`config.mk`:
```
export PLATFORM = sky130hd
export DESIGN_NAME = rxeq_regs
export DESIGN_NICKNAME = d
export VERILOG_FILES = /design/src/rxeq_pkg.sv /design/src/rxeq_regs.sv
export VERILOG_INCLUDE_DIRS = /design/src
export SDC_FILE = /design/constraint.sdc
export NUM_CORES = 1
export LEC_CHECK = 0
export ABC_AREA = 1
export ABC_CLOCK_PERIOD_IN_PS = 1500
export BUFFER_PORTS_ARGS = -buffer_cell sky130_fd_sc_hd__buf_2
export CORE_UTILIZATION = 45
export CTS_BUF_LIST = sky130_fd_sc_hd__clkbuf_2
export CTS_CLUSTER_DIAMETER = 30
export DETAILED_ROUTE_END_ITERATION = 8
export PLACE_DENSITY = 0.76
export SYNTH_ARGS = -nofsm -noshare
export SYNTH_HDL_FRONTEND = slang
export SYNTH_SLANG_ARGS = --single-unit
```
`constraint.sdc`:
```
create_clock -name i_clk_sys -period 1.5 [get_ports i_clk_sys]
set_input_delay 0.225 -clock i_clk_sys [delete_from_list [all_inputs] [get_ports i_clk_sys]]
set_output_delay 0.225 -clock i_clk_sys [all_outputs]
set_load 0.005 [all_outputs]
```
`src/rxeq_consts.svh`:
```
// Register offsets, field positions and reset values of the receiver control bank
`ifndef RXEQ_CONSTS_SVH
`define RXEQ_CONSTS_SVH
`define RXEQ_OFS_BOOST 8'h03
`define RXEQ_OFS_LOWRATE 8'h0d
`define RXEQ_OFS_PWRCFG 8'h13
`define RXEQ_OFS_OVR 8'h2d
`define RXEQ_OFS_APPLIED 8'h52
`define RXEQ_OFS_ROUTE 8'h31
`define RXEQ_RST_BOOST 8'h80
`define RXEQ_RST_LOWRATE 8'h00
`define RXEQ_RST_PWRCFG 8'h90
`define RXEQ_RST_OVR 8'h88
`define RXEQ_RST_ROUTE 8'h00
`define RXEQ_BIT_AUTO_BYP 0
`define RXEQ_BIT_SD0_PD 6
`define RXEQ_BIT_SD1_PD 5
`define RXEQ_BIT_EQ_PD 3
`define RXEQ_BIT_MAN_BYP 1
`define RXEQ_BIT_OVR_EN 3
`define RXEQ_BIT_ROUTE_IN 1
`endif

```
`src/rxeq_pkg.sv`:
```
// Types shared by the receiver control bank
package rxeq_pkg;
	typedef struct packed {
		logic [7:0] boost;
		logic [7:0] lowrate;
		logic [7:0] pwrcfg;
		logic [7:0] ovr;
		logic [7:0] route;
		logic [7:0] rdata;
		logic rvalid;
	} rxeq_state_t;
	typedef struct packed {
		logic first_detector_powerdown;
		logic second_detector_powerdown;
		logic first_eq_powerdown;
		logic second_eq_powerdown;
		logic eq_bypass;
		logic stages34_bypass;
		logic [7:0] eq_stage_boost_levels_applied;
	} rxeq_ctrl_t;
endpackage

```
`src/rxeq_regs.sv`:
```
// Receiver equalizer and signal-detect control register bank
`timescale 1ns/1ps
`include "rxeq_consts.svh"

module rxeq_regs
	import rxeq_pkg::*;
(
	input wire logic i_clk_sys,
	input wire logic i_sys_rst,
	input wire logic i_reg_wr,
	input wire logic i_reg_rd,
	input wire logic [7:0] i_reg_addr,
	input wire logic [7:0] i_reg_wdata,
	input wire logic i_adapt_valid,
	input wire logic [7:0] i_adapt_boost,
	input wire logic i_rate_lowest,
	output logic [7:0] o_reg_rdata,
	output logic o_reg_rvalid,
	output rxeq_ctrl_t o_ctrl
);

	//////////////////////////////////////////////////////////////////////
	rxeq_state_t s_q;
	rxeq_state_t s_d;
	rxeq_ctrl_t ctrl_q;
	rxeq_ctrl_t ctrl_d;

	// Read mux shared by the bus path
	function automatic logic [7:0] read_mux(input rxeq_state_t s, input logic [7:0] a,
		input logic [7:0] applied);
		logic [7:0] r;
		r = 8'h00;
		unique case (a)
			`RXEQ_OFS_BOOST: r = s.boost;
			`RXEQ_OFS_LOWRATE: r = s.lowrate;
			`RXEQ_OFS_PWRCFG: r = s.pwrcfg;
			`RXEQ_OFS_OVR: r = s.ovr;
			`RXEQ_OFS_ROUTE: r = s.route;
			`RXEQ_OFS_APPLIED: r = applied;
			default: r = 8'h00; // Unmapped reads as zero
		endcase
		return r;
	endfunction

	//////////////////////////////////////////////////////////////////////
	// Register writes, adaptation updates and readback
	always_comb begin
		s_d = s_q;
		s_d.rvalid = i_reg_rd;
		s_d.rdata = read_mux(s_q, i_reg_addr, ctrl_q.eq_stage_boost_levels_applied);
		// Adaptation writes the boost field back; a host boost write in the same cycle wins
		if (i_adapt_valid) begin
			s_d.boost = i_adapt_boost;
		end
		if (i_reg_wr) begin
			// Whole bytes stored, reserved bits included
			unique case (i_reg_addr)
				`RXEQ_OFS_BOOST: s_d.boost = i_reg_wdata;
				`RXEQ_OFS_LOWRATE: s_d.lowrate = i_reg_wdata;
				`RXEQ_OFS_PWRCFG: s_d.pwrcfg = i_reg_wdata;
				`RXEQ_OFS_OVR: s_d.ovr = i_reg_wdata;
				`RXEQ_OFS_ROUTE: s_d.route = i_reg_wdata;
				default: s_d.boost = s_d.boost; // Ignored write
			endcase
		end
	end

	//////////////////////////////////////////////////////////////////////
	// Analog control decode, registered so outputs come from flops
	always_comb begin
		logic sel_second;
		logic man;
		sel_second = s_q.route[`RXEQ_BIT_ROUTE_IN];
		man = s_q.pwrcfg[`RXEQ_BIT_MAN_BYP];
		ctrl_d.first_detector_powerdown = s_q.pwrcfg[`RXEQ_BIT_SD0_PD];
		ctrl_d.second_detector_powerdown = s_q.pwrcfg[`RXEQ_BIT_SD1_PD];
		// Unselected side forced off regardless of the power-down bit
		ctrl_d.first_eq_powerdown = sel_second | s_q.pwrcfg[`RXEQ_BIT_EQ_PD];
		ctrl_d.second_eq_powerdown = ~sel_second | s_q.pwrcfg[`RXEQ_BIT_EQ_PD];
		ctrl_d.stages34_bypass = man;
		// Manual bypass masks the low-rate automatic one
		ctrl_d.eq_bypass = man | (s_q.lowrate[`RXEQ_BIT_AUTO_BYP] & i_rate_lowest);
		// Override on: the register drives the equalizer at every rate
		ctrl_d.eq_stage_boost_levels_applied = s_q.boost;
		if (!s_q.ovr[`RXEQ_BIT_OVR_EN]) begin
			// Override off: host writes never reach the equalizer
			// Limitation: last applied value holds until adaptation speaks again
			ctrl_d.eq_stage_boost_levels_applied = ctrl_q.eq_stage_boost_levels_applied;
			if (i_adapt_valid) begin
				ctrl_d.eq_stage_boost_levels_applied = i_adapt_boost;
			end
		end
	end

	//////////////////////////////////////////////////////////////////////
	// State registers
	always_ff @(posedge i_clk_sys) begin
		if (i_sys_rst) begin
			s_q.boost <= `RXEQ_RST_BOOST;
			s_q.lowrate <= `RXEQ_RST_LOWRATE;
			s_q.pwrcfg <= `RXEQ_RST_PWRCFG;
			s_q.ovr <= `RXEQ_RST_OVR;
			s_q.route <= `RXEQ_RST_ROUTE;
			s_q.rdata <= 8'h00;
			s_q.rvalid <= 1'b0;
			ctrl_q <= '0;
		end else begin
			s_q <= s_d;
			ctrl_q <= ctrl_d;
		end
	end

	assign o_reg_rdata = s_q.rdata;
	assign o_reg_rvalid = s_q.rvalid;
	assign o_ctrl = ctrl_q;

	//////////////////////////////////////////////////////////////////////
	// Checks: reset defaults and register storage
	a_boost_reset: assert property (@(posedge i_clk_sys)
		$past(i_sys_rst) && !i_sys_rst |->
		s_q.boost == `RXEQ_RST_BOOST && s_q.pwrcfg == `RXEQ_RST_PWRCFG &&
		s_q.lowrate == `RXEQ_RST_LOWRATE && s_q.ovr == `RXEQ_RST_OVR &&
		s_q.route == `RXEQ_RST_ROUTE)
		else $error("reset values wrong");
	a_boost_write: assert property (@(posedge i_clk_sys) disable iff (i_sys_rst)
		i_reg_wr && i_reg_addr == `RXEQ_OFS_BOOST |=> s_q.boost == $past(i_reg_wdata))
		else $error("boost write lost");
	a_lowrate_store: assert property (@(posedge i_clk_sys) disable iff (i_sys_rst)
		i_reg_wr && i_reg_addr == `RXEQ_OFS_LOWRATE |=> s_q.lowrate == $past(i_reg_wdata))
		else $error("low-rate write lost");
	a_pwrcfg_store: assert property (@(posedge i_clk_sys) disable iff (i_sys_rst)
		i_reg_wr && i_reg_addr == `RXEQ_OFS_PWRCFG |=> s_q.pwrcfg == $past(i_reg_wdata))
		else $error("power config write lost");
	a_ovr_store: assert property (@(posedge i_clk_sys) disable iff (i_sys_rst)
		i_reg_wr && i_reg_addr == `RXEQ_OFS_OVR |=> s_q.ovr == $past(i_reg_wdata))
		else $error("override write lost");
	a_route_store: assert property (@(posedge i_clk_sys) disable iff (i_sys_rst)
		i_reg_wr && i_reg_addr == `RXEQ_OFS_ROUTE |=> s_q.route == $past(i_reg_wdata))
		else $error("route write lost");
	a_adapt_update: assert property (@(posedge i_clk_sys) disable iff (i_sys_rst)
		i_adapt_valid && !(i_reg_wr && i_reg_addr == `RXEQ_OFS_BOOST) |=>
		s_q.boost == $past(i_adapt_boost))
		else $error("adaptation not stored");
	a_applied_write: assert property (@(posedge i_clk_sys) disable iff (i_sys_rst)
		i_reg_wr && i_reg_addr == `RXEQ_OFS_APPLIED && !i_adapt_valid |=>
		s_q.boost == $past(s_q.boost))
		else $error("applied boost written");

	//////////////////////////////////////////////////////////////////////
	// Checks: readback path
	a_applied_read: assert property (@(posedge i_clk_sys) disable iff (i_sys_rst)
		i_reg_rd && i_reg_addr == `RXEQ_OFS_APPLIED |=> o_reg_rvalid &&
		o_reg_rdata == $past(o_ctrl.eq_stage_boost_levels_applied))
		else $error("applied boost readback wrong");
	a_read_pulse: assert property (@(posedge i_clk_sys) disable iff (i_sys_rst)
		1'b1 |=> o_reg_rvalid == $past(i_reg_rd))
		else $error("read valid misplaced");

	//////////////////////////////////////////////////////////////////////
	// Checks: bypass decode
	a_man_bypass: assert property (@(posedge i_clk_sys) disable iff (i_sys_rst)
		s_q.pwrcfg[`RXEQ_BIT_MAN_BYP] |=> o_ctrl.eq_bypass && o_ctrl.stages34_bypass)
		else $error("manual bypass ignored");
	a_stage_enable: assert property (@(posedge i_clk_sys) disable iff (i_sys_rst)
		!s_q.pwrcfg[`RXEQ_BIT_MAN_BYP] |=> !o_ctrl.stages34_bypass)
		else $error("stages bypassed without request");
	a_auto_bypass: assert property (@(posedge i_clk_sys) disable iff (i_sys_rst)
		!s_q.pwrcfg[`RXEQ_BIT_MAN_BYP] && i_rate_lowest |=>
		o_ctrl.eq_bypass == $past(s_q.lowrate[`RXEQ_BIT_AUTO_BYP]))
		else $error("auto bypass wrong");
	a_rate_gate: assert property (@(posedge i_clk_sys) disable iff (i_sys_rst)
		!s_q.pwrcfg[`RXEQ_BIT_MAN_BYP] && !i_rate_lowest |=> !o_ctrl.eq_bypass)
		else $error("bypass away from lowest rate");
	a_no_bypass: assert property (@(posedge i_clk_sys) disable iff (i_sys_rst)
		!s_q.pwrcfg[`RXEQ_BIT_MAN_BYP] && !s_q.lowrate[`RXEQ_BIT_AUTO_BYP] |=>
		!o_ctrl.eq_bypass)
		else $error("bypass with both bits clear");

	//////////////////////////////////////////////////////////////////////
	// Checks: power-down decode
	a_det_pd: assert property (@(posedge i_clk_sys) disable iff (i_sys_rst)
		1'b1 |=>
		o_ctrl.first_detector_powerdown == $past(s_q.pwrcfg[`RXEQ_BIT_SD0_PD]) &&
		o_ctrl.second_detector_powerdown == $past(s_q.pwrcfg[`RXEQ_BIT_SD1_PD]))
		else $error("detector powerdown wrong");
	a_unsel_off: assert property (@(posedge i_clk_sys) disable iff (i_sys_rst)
		s_q.route[`RXEQ_BIT_ROUTE_IN] |=> o_ctrl.first_eq_powerdown)
		else $error("unselected eq powered");
	a_unsel_second: assert property (@(posedge i_clk_sys) disable iff (i_sys_rst)
		!s_q.route[`RXEQ_BIT_ROUTE_IN] |=> o_ctrl.second_eq_powerdown)
		else $error("unselected second eq powered");
	a_sel_pd: assert property (@(posedge i_clk_sys) disable iff (i_sys_rst)
		!s_q.route[`RXEQ_BIT_ROUTE_IN] |=>
		o_ctrl.first_eq_powerdown == $past(s_q.pwrcfg[`RXEQ_BIT_EQ_PD]))
		else $error("selected eq powerdown wrong");
	a_sel_second: assert property (@(posedge i_clk_sys) disable iff (i_sys_rst)
		s_q.route[`RXEQ_BIT_ROUTE_IN] |=>
		o_ctrl.second_eq_powerdown == $past(s_q.pwrcfg[`RXEQ_BIT_EQ_PD]))
		else $error("selected second eq powerdown wrong");

	//////////////////////////////////////////////////////////////////////
	// Checks: applied boost source
	a_override: assert property (@(posedge i_clk_sys) disable iff (i_sys_rst)
		s_q.ovr[`RXEQ_BIT_OVR_EN] |=> o_ctrl.eq_stage_boost_levels_applied == $past(s_q.boost))
		else $error("override not applied");
	a_ovr_hold: assert property (@(posedge i_clk_sys) disable iff (i_sys_rst)
		!s_q.ovr[`RXEQ_BIT_OVR_EN] && !i_adapt_valid |=>
		o_ctrl.eq_stage_boost_levels_applied == $past(o_ctrl.eq_stage_boost_levels_applied))
		else $error("host boost applied without override");
	a_ovr_adapt: assert property (@(posedge i_clk_sys) disable iff (i_sys_rst)
		!s_q.ovr[`RXEQ_BIT_OVR_EN] && i_adapt_valid |=>
		o_ctrl.eq_stage_boost_levels_applied == $past(i_adapt_boost))
		else $error("adapted boost not applied");
endmodule

```
Yosys cells after proc, flatten, opt, wreduce, memory -nomap -nowiden
Cells that the tools add are included.

word-level totals
  register bits after elaboration = 63
  bits in writable memories = 0
  ROM bits = 0
  latch bits = 0
  output and inout port bits = 23
  memories kept = 0

operators by class
  reduce and logical (&&, ||, !) cells = 5
  multiplexer cells = 10
  bitwise logic cells = 5
  multipliers = 0
  $add $sub $neg = 0
  div/mod/pow operators = 0
  shifts and indexed selects = 0
  equality and inequality tests = 6
  magnitude comparators = 0

operator list
  cell                count
  $mux 8              8
  $pmux 8 s6          1
  $mux 40             1
  $eq 8x6->1 const B  2
  $eq 8x2->1 const B  1
  $eq 8x4->1 const B  1
  $eq 8x5->1 const B  1
  $eq 8x7->1 const B  1
  $reduce_and 2->1    4
  $or 1x1->1          3
  $reduce_bool 2->1   1
  $and 1x1->1         1
  $not 1->1           1

Depth between registers and ports, before layout
Gate-level depths: netlist of run 1.

  depth in word-level cells = 3
  mapped depth = 8

Least setup slack after synthesis of run 1
Ideal clock, no wire load.

  path type = in2reg
  start point = input i_reg_addr[7]
  end point = register s_q[14] in the netlist's numbering
  required time = 1.384 ns
  path buffers = 1
  cell stages on the path = 7
  arrival time = 1.033 ns
  path slack = 0.351 ns
  path through = inv_1 nand2_4 nor2_4 nand3_4 buf_6 o21ai_1 a21oi_1

between the ends
  longest elaborated chain between the ends = 2

RTL lines
  what                               RTL line         source
  start: declaration                 rxeq_regs.sv:12  input wire logic [7:0] i_reg_addr,
  $eq 8x6->1                         rxeq_regs.sv:57  unique case (i_reg_addr)
  $reduce_and 2->1 (no source line)  -
  end: declaration                   rxeq_regs.sv:23  rxeq_state_t s_q;

No other way between the ends.
A chain may end at the register's enable or synchronous reset.

Worst setup path after layout of run 1
  start point = register ctrl_q (netlist bit o_ctrl[6])
  end point = output o_ctrl[6] in the netlist's numbering

RTL lines
  what                      RTL line          source
  start: declaration        rxeq_regs.sv:25   rxeq_ctrl_t ctrl_q;
  start signal: assignment  rxeq_regs.sv:109  ctrl_q <= ctrl_d;
  end: declaration          rxeq_regs.sv:19   output rxeq_ctrl_t o_ctrl

No word-level cell between the ends.

==> reports/metrics.yaml, run 1 <==
status:
  status: "finished with violations"
  violations: "design-rule violations"
clock_network:
  clk_pin_slew_ns: 0.18
  ctsResizeCount: 0
  numCtsBuffers: 9
  cts_sinks: 63
  clockRootBuffer: "clkbuf_2"
  clk_latency_ns: 0.48
  clockBufferDepth: 2
  cts_tree: "built"
  htree_levels: 3
drt:
  avgViaCountPerCell: 5.16
  wl_um: 7610
  postRouteAntennaNets: 0
  via_count: 2830
  drc: 6
  drt-pass1-iter-count: 6
  drtIter0Drc: 233
  wl_per_cell_um: 13.9
floorplan:
  start_util_pct: 47.1
  dieArea_sq_mm: 0.00706
  io_pins: 53
  std_cell_rows: 29
  die_w_um: 84.0
  die_h_um: 84.0
  core_area_sq_mm: 0.00642
final_layout:
  drive_above_1_share_pct: 21.9
  antenna_cells: 0
  finalNetCount: 496
  area_growth_pct: 14.5
  multi_input_area_sq_mm: 0.00139
  regArea_sq_mm: 0.00126
  nFillCells: 637
place:
  dp_hpwl_um: 5440
  place_congestion: 0.829
  place_ws_ns: 0.0594
  portBuffers: 52
min_path:
  min_path_type: "in -> reg"
  whs_path_depth: 3
global_route:
  grt_util_met3_pct: 4.75
  grt_pass1_wl_um: 12400
  grt_max_degree: 41
  grt_pass1_vias: 2557
  grt_antenna_before_repair: 0
  busiest_layer: "met2"
  grtUsageTotal_pct: 22.8
  overflow: 0
  use_met2_pct: 37.7
  grtUsageMet1_pct: 28.5
timing:
  rsz0062_at_grt: "no"
  final.setup.tns_ns: 0
  min_period_ns: 1.27
  timing.fmax_mhz: 790
  finalCritPeriodShare_pct: 84.4
  maxSlewViolCount: 0
  setup_slack_ns: 0.234
  hold_ws_ns: 0.0331
  max_slew_margin_pct: 78.4
  finalHoldViolations: 0
  tightest_slew_ns: 0.324
  setup-violations-final: 0
  clock_skew_ns: 0.0170
setup_path:
  critPathLaunchType: "register"
  critPathMaxStageDelay_ns: 0.42
  path_cells: "buf_2"
  cp_num_buf_inv: 1
  reg2reg_slack_ns: 0.56
  rr_worst_depth: 5
  required_ns: 1.27
  cp.arrival_ns: 1.04
  worstPathMaxFanout: 3
  crit_type: "reg -> out"
  crit_cells: 1
  critPathSlowestCell: "dfxtp_1"
  end_kind: "output pin"
  critPathTopFamily: "flip-flops"
yosys:
  synth_cell_types: 24
  yosysSeqAreaShare_pct: 41.7
  ys_warn_count: 0
  synth.net_count: 444
  syn_inst: 414
  syn_area_sq_mm: 0.00303
  syn_area_per_cell_sq_um: 7.31
  ys_ff_latch: 63
power_and_ir_drop:
  power_density_mw_per_mm2: 911
  total_power_mw: 3.16
  ir_drop_mv: 0.431
  power.leakage_nw: 1.61
job:
  maxCapViolCount: 0
cells in the final DEF, fill, tap and decap left out:
| cell | Yosys | routed |
|---|---|---|
| nand2_1 | 90 | 90 |
| dfxtp_1 | 63 | 63 |
| inv_1 | 54 | 54 |
| nand3_1 | 53 | 53 |
| buf_2 | 3 | 52 |
| a21oi_1 | 33 | 33 |
| o21ai_0 | 29 | 29 |
| nor2_1 | 29 | 29 |
| clkbuf_2 | 0 | 11 |
| buf_4 | 8 | 10 |
| o211ai_1 | 8 | 8 |
| a21oi_2 | 6 | 6 |
| o21ai_1 | 5 | 5 |
| nor2_4 | 4 | 4 |
| nand3_4 | 4 | 4 |
| nor2_8 | 3 | 3 |
| inv_2 | 2 | 2 |
| nand2_4 | 2 | 2 |
| nand2_2 | 2 | 2 |
| clkinv_2 | 1 | 2 |
| clkinv_1 | 0 | 2 |
| bufinv_16 | 0 | 2 |
| dlygate4sd3_1 | 0 | 2 |
| o21ai_2 | 1 | 1 |
| nand3_2 | 1 | 1 |
| buf_12 | 0 | 1 |
logic make-up (layout without fill, tap and decap cells):
group	after synthesis	after routing	share of synthesized area [%]
simple gates	188	188	30.8
compound gates	82	82	15.1
buf+inv	81	138	12.4
flops	63	63	41.7
sequential cells by signal, summed over array words and instances (netlist names):
name and flops:
ctrl_d 3, s_q 37, o_reg_rdata 8, o_ctrl 14
o_reg_rvalid 1
cell usage after synthesis:
cell / n / area share (%)
o21ai_1: 5 / 0.83
buf_1: 2 / 0.25
nor2_8: 3 / 2.0
nand3_1: 53 / 8.8
nand2_1: 90 / 11
buf_2: 3 / 0.50
nor2_4: 4 / 1.5
nand2_2: 2 / 0.41
o21ai_0: 29 / 4.8
clkbuf_1: 6 / 0.74
nand2_4: 2 / 0.74
o211ai_1: 8 / 2.0
o21ai_2: 1 / 0.29
inv_1: 54 / 6.7
buf_6: 5 / 1.9
inv_2: 2 / 0.25
nand3_2: 1 / 0.33
buf_4: 8 / 2.0
a21oi_2: 6 / 1.7
dfxtp_1: 63 / 42
clkinv_2: 1 / 0.17
nor2_1: 29 / 3.6
a21oi_1: 33 / 5.5
nand3_4: 4 / 2.3
routing by layer:
layer / part of all wire, % / vias to the layer above
met2: 49 / 88
met3: 7.1 / 14
met1: 42 / 1296
met5: 0 / -
li1: - / 1432
met4: 2.3 / 0
worst paths after layout:
path / endpoint / start
worst min-delay path: s_q[27] / i_reg_wdata[2]
worst max register to register: o_ctrl[2] / s_q[20]
worst max-delay path: o_ctrl[6] / o_ctrl[6]
worst min register to register: s_q[38] / s_q[38]
timing repair:
action / CTS / global route
hold buffers: 2 / 0
buffers inserted: 0 / 0
hold endpoints to repair: 2 / 0
layout make-up:
class                      count  share of cell area, %
inverter                      57                   6.21
multi-input combinational    270                   40.1
tap                           77                   2.78
timing repair buffer          65                   10.8
clock buffer                  11                   1.59
clock inverter                 5                   2.09
sequential                    63                   36.4
through the flow:
stage,instances,util [%],cell area (sq um)
after floorplan,414,-,3030
after global placement,530,51.6,3320
after detailed placement,530,51.6,3320
after CTS,548,53.9,3460
after global routing,548,53.9,3460
final,548,53.9,3460
power breakdown:
group	total (mW)	leakage, nW	internal, mW	switching (mW)
registers	1.72	0.511	1.70	0.0207
logic	0.279	1.02	0.102	0.177
clock network	1.15	0.0810	0.554	0.600
Power figures use the tool's default switching activity.
==> run 2, diff against run 1 <==
Settings changed: ABC_AREA 1 to 0, ABC_CLOCK_PERIOD_IN_PS 1500 to 1200, PLACE_DENSITY 0.76 to 0.77.
Clock period 1.5 ns to 1.2 ns, I/O delays scaled along.
==> run 2 against run 1 <==
The flow now finishes without violations. Flip-flop and latch count unchanged. Utilization up 6.5 points. Via count down 10%. Worst hold slack better by 0.0054 ns. Clock power about the same. Power up 19%. Critical path depth unchanged. Combinational power up 53%. Non-clock buffer count up 33. First-iteration DRC count down 13%.
==> reports/metrics.yaml, run 2 <==
final_layout:
  nFillCells: 511
  finalNetCount: 413
  largest_reg_flops: 37
  final_cell_mix: "50 x dfxtp_1, 48 x nor2_1, 45 x buf_2, 34 x mux2i_1, 32 x buf_4"
  antenna_cells: 0
  utilization_pct: 60.5
  drive_above_1_share_pct: 33.3
  regMostFlops: "s_q"
  area_growth_pct: 27.2
  final_cell_area_sq_mm: 0.00364
  final_common_cell: "dfxtp_1"
drt:
  postRouteAntennaNets: 0
  wl_per_cell_um: 15.3
  drtIter0Drc: 203
  avgViaCountPerCell: 5.51
  wl_um: 7050
  drt-pass1-iter-count: 5
  drc: 0
  via_count: 2547
status:
  status: "completed"
place:
  dp_hpwl_um: 5030
  place_congestion: 0.818
  dpl-instance-area_sq_mm: 0.00333
  place_ws_ns: -0.332
  portBuffers: 52
floorplan:
  die_h_um: 81.8
  dieArea_sq_mm: 0.00669
  std_cell_rows: 28
  core_area_sq_mm: 0.00603
  die_w_um: 81.8
  io_pins: 53
  start_util_pct: 47.5
timing:
  finalCritPeriodShare_pct: 97.2
  setup-violations-final: 0
  max_slew_margin_pct: 71.6
  setup_slack_ns: 0.0337
  rsz0062_at_grt: "yes"
  clock_skew_ns: 0.0169
  min_period_ns: 1.17
  maxSlewViolCount: 0
  tightest_slew_ns: 0.426
  timing.fmax_mhz: 857
  final.setup.tns_ns: 0
  finalHoldViolations: 0
yosys:
  synth_cell_types: 34
  syn_area_per_cell_sq_um: 9.42
  ys_ff_latch: 63
  syn_area_sq_mm: 0.00286
  syn_inst: 304
  ys_top_cells_by_area: "dfxtp_1 44%, mux2i_1 12%, nor2_1 6.3%"
  synth_edf_count: 0
  ys_warn_count: 0
  synth.most_common_cell: "dfxtp_1"
  async_flop_share_pct: 0
  synthFlopType: "dfxtp_1"
  synth_top_cells_by_count: "63 x dfxtp_1, 48 x nor2_1, 34 x mux2i_1, 27 x a21oi_1, 20 x a22oi_1"
  synth_top_area_cell: "dfxtp_1"
  synth_top_area_share_pct: 44.0
  synth.net_count: 334
  yosysSeqAreaShare_pct: 44.0
setup_path:
  end_kind: "output pin"
  reg2reg_slack_ns: 0.19
  critPathMaxStageDelay_ns: 0.38
  crit_type: "reg -> out"
  cp.arrival_ns: 0.99
  critPathLaunchType: "register"
  critPathTopFamily: "flip-flops"
  path_cells: "buf_2"
  cp_num_buf_inv: 1
  worstPathMaxFanout: 3
  critPathSlowestCell: "dfxtp_2"
  required_ns: 1.02
global_route:
  overflow: 0
  grt_pass1_vias: 2363
  grtUsageTotal_pct: 23.0
  grt_pass1_wl_um: 11300
  grt_antenna_before_repair: 0
  grt_max_degree: 21
clock_network:
  clockRootBuffer: "clkbuf_2"
  clockBufferDepth: 2
  numCtsBuffers: 9
  clk_latency_ns: 0.50
  cts_sinks: 63
  cts_tree: "built"
  htree_levels: 3
  clk_pin_slew_ns: 0.16
power_and_ir_drop:
  power.leakage_nw: 1.60
  power_density_mw_per_mm2: 1030
  total_power_mw: 3.76
  ir_drop_mv: 0.649
min_path:
  min_path_type: "in -> reg"
job:
  maxCapViolCount: 0
-- run 2: path summary, 6_finish.rpt --
path	from	to	cells after the start
max reg2reg	o_ctrl[5]	o_reg_rdata[5]	4
max	o_ctrl[7]	o_ctrl[7]	1
min reg2reg	s_q[13]	s_q[13]	2
min	i_adapt_boost[6]	s_q[47]	3
-- run 2: per-stage QoR --
| stage | cells | hold slack (ns) |
|---|---|---|
| 4_1_cts | 456 | 0.0191 |
| 6_report | 462 | 0.0385 |
| 3_3_place_gp | 430 | 0.397 |
| 3_5_place_dp | 430 | 0.404 |
| 5_1_grt | 462 | 0.00590 |
| 2_1_floorplan | 304 | 0.298 |
-- run 2: metal layers --
| layer | wire (um) | track usage [%] | vias to the layer above |
|---|---|---|---|
| li1 | - | - | 1236 |
| met5 | 0 | 0 | - |
| met2 | 3500 | 38.6 | 82 |
| met1 | 3020 | 26.8 | 1215 |
| met3 | 399 | 8.11 | 14 |
| met4 | 131 | 8.60 | 0 |
-- run 2: what timing repair did --
| item | 4_1_cts | 5_1_grt |
|---|---|---|
| hold endpoints to repair | 25 | 0 |
| endpoints found under the setup margin | 8 | 20 |
| resized for setup | 8 | 12 |
| setup buffers | 1 | 6 |
| hold buffers | 10 | 0 |
-- run 2: cell families (layout without fill, tap and decap cells) --
group,after synthesis,in the layout,synth area share [%]
compound gates,71,71,17.6
buf+inv,34,117,6.38
flops,63,63,44.0
mux,34,34,11.9
simple gates,102,102,20.1
-- run 2: report_power, final --
group | switching (mW) | internal (mW)
clock network | 0.734 | 0.446
logic | 0.212 | 0.215
registers | 0.0247 | 2.13
-- run 2: layout make-up --
type	instances	area (sq um)	area share, %
clock buffers	9	45.0	1.24
clock inverters	6	52.6	1.44
repair buffers	98	724	19.9
well taps	75	93.8	2.58
inverters	4	15.0	0.412
flip-flops and latches	63	1280	35.1
multi-input cells	207	1440	39.4
==> run 3, diff against run 2 <==
Settings changed: CELL_PAD_IN_SITES_DETAIL_PLACEMENT set to 0, CELL_PAD_IN_SITES_GLOBAL_PLACEMENT set to 1, CORE_UTILIZATION 45 to 43, GPL_ROUTABILITY_DRIVEN set to 0, PLACE_DENSITY 0.77 to 0.91.
==> run 3 against run 2 <==
Sequential share of layout area is 0.091 points lower. Combinational power is 4% higher. Utilization is 3.4 points lower. Global-route usage is 2.2 points lower. Register-to-register slack hardly changed. First-iteration DRC count is 40% lower. Clock skew is 0.0053 ns lower. Critical endpoint is now o_ctrl[2]. Non-clock buffer count is 3 higher.
==> reports/metrics.yaml, run 3 (synthesis results as in run 2) <==
clock_network:
  numCtsBuffers: 9
  cts_tree: "built"
  htree_levels: 3
  clockBufferDepth: 2
  cts_sinks: 63
  clockRootBuffer: "clkbuf_2"
  clk_pin_slew_ns: 0.16
  clk_latency_ns: 0.47
floorplan:
  io_pins: 53
  start_util_pct: 44.8
  die_h_um: 83.6
  die_w_um: 83.6
  std_cell_rows: 29
  core_area_sq_mm: 0.00639
  dieArea_sq_mm: 0.00699
setup_path:
  critPathMaxStageDelay_ns: 0.39
  critPathSlowestCell: "dfxtp_2"
  crit_type: "reg -> out"
  reg2reg_slack_ns: 0.18
  reg2reg_from: "o_ctrl[5]"
  r2r_end: "o_reg_rdata[5]"
  path_cells: "buf_2"
  cp.arrival_ns: 0.98
  cp_num_buf_inv: 1
  critPathTopFamily: "flip-flops"
  worstPathMaxFanout: 3
  required_ns: 1.02
  critPathLaunchType: "register"
  rr_worst_depth: 4
  end_kind: "output pin"
drt:
  postRouteAntennaNets: 0
  drc: 0
  avgViaCountPerCell: 5.40
  via_count: 2525
  drtIter0Drc: 122
  drt-pass1-iter-count: 4
  wl_per_cell_um: 14.9
  wl_um: 6950
final_layout:
  final_common_cell: "dfxtp_1"
  drive_above_1_share_pct: 33.0
  utilization_pct: 57.0
  regMostFlops: "s_q"
  largest_reg_flops: 37
  final_cell_mix: "55 x dfxtp_1, 51 x buf_2, 48 x nor2_1, 34 x mux2i_1, 33 x buf_4"
  final_cell_area_sq_mm: 0.00364
  antenna_cells: 0
  area_growth_pct: 27.2
  finalNetCount: 416
place:
  dpl-instance-area_sq_mm: 0.00342
  portBuffers: 52
  place_ws_ns: -0.324
  dp_hpwl_um: 5070
power_and_ir_drop:
  power_density_mw_per_mm2: 991
  total_power_mw: 3.61
  seqPwrFrac_pct: 59.6
  power.leakage_nw: 1.62
  power_frac_comb_pct: 12.4
  switching_share_pct: 26.1
  clkPwrFrac_pct: 28.0
  switchingPower_mw: 0.942
  p_int_mw: 2.67
  ir_drop_mv: 0.740
global_route:
  grt_pass1_wl_um: 11400
  grtUsageTotal_pct: 20.8
  overflow: 0
  grt_pass1_vias: 2338
  grt_antenna_before_repair: 0
  grt_max_degree: 20
timing:
  clock_skew_ns: 0.0117
  maxSlewViolCount: 0
  hold_ws_ns: 0.0378
  timing.fmax_mhz: 863
  finalHoldViolations: 0
  max_slew_margin_pct: 69.0
  rsz0062_at_grt: "yes"
  finalCritPeriodShare_pct: 96.6
  setup-violations-final: 0
  setup_slack_ns: 0.0407
  min_period_ns: 1.16
  tightest_slew_ns: 0.464
min_path:
  hold_end: "s_q[14]"
  min-delay-start: "i_reg_wdata[5]"
  min_path_type: "in -> reg"
  whs_path_depth: 3
job:
  maxCapViolCount: 0
status:
  status: "completed"
==> run 3: worst max path at each step <==
stage                       start         to  cells past startpoint
floorplan           i_reg_addr[3]    s_q[16]                      5
global placement    i_reg_addr[3]    s_q[12]                      5
detailed placement  i_reg_addr[3]    s_q[14]                      5
CTS                     o_ctrl[7]  o_ctrl[7]                      1
global route            o_ctrl[2]  o_ctrl[2]                      1
finish                  o_ctrl[2]  o_ctrl[2]                      1
==> run 3: stage by stage <==
| step | cells | setup TNS [ns] |
|---|---|---|
| 2_1_floorplan | 304 | -0.955 |
| 3_3_place_gp | 438 | -10.01 |
| 3_5_place_dp | 438 | -10.50 |
| 4_1_cts | 462 | 0 |
| 5_1_grt | 468 | -0.0864 |
| 6_report | 468 | 0 |
==> run 3: per-layer routing <==
layer  global-route usage, %  up-vias  wire [um]
met5                       0        -          0
li1                        -     1238          -
met4                    8.17        0        100
met3                    5.34       10        434
met2                    33.1       84       3250
met1                    27.0     1193       3170
==> run 3: layout make-up <==
class | count | area [sq um]
fillers | 599 | 2740
repair buffers | 101 | 744
clock buffers | 14 | 70.1
inverters | 4 | 15.0
well taps | 77 | 96.3
flip-flops and latches | 63 | 1270
clock inverters | 2 | 7.51
multi-input cells | 207 | 1440
==> run 3: what timing repair did <==
| action | in CTS | in global routing |
|---|---|---|
| hold endpoints to repair | 10 | 1 |
| hold buffers | 8 | 1 |
| endpoints found under the setup margin | 6 | 8 |
| buffers inserted | 0 | 5 |
| gates resized for setup | 6 | 4 |
==> run 3: power by group through the flow <==
| stage | sequential [mW] | combinational, mW | clock, mW |
|---|---|---|---|
| floorplan | 2.19 | 0.182 | 0 |
| global placement | 2.20 | 0.403 | 0 |
| detailed placement | 2.20 | 0.408 | 0 |
| CTS | 2.16 | 0.429 | 1.02 |
| global route | 2.16 | 0.481 | 1.13 |
| finish | 2.15 | 0.446 | 1.01 |
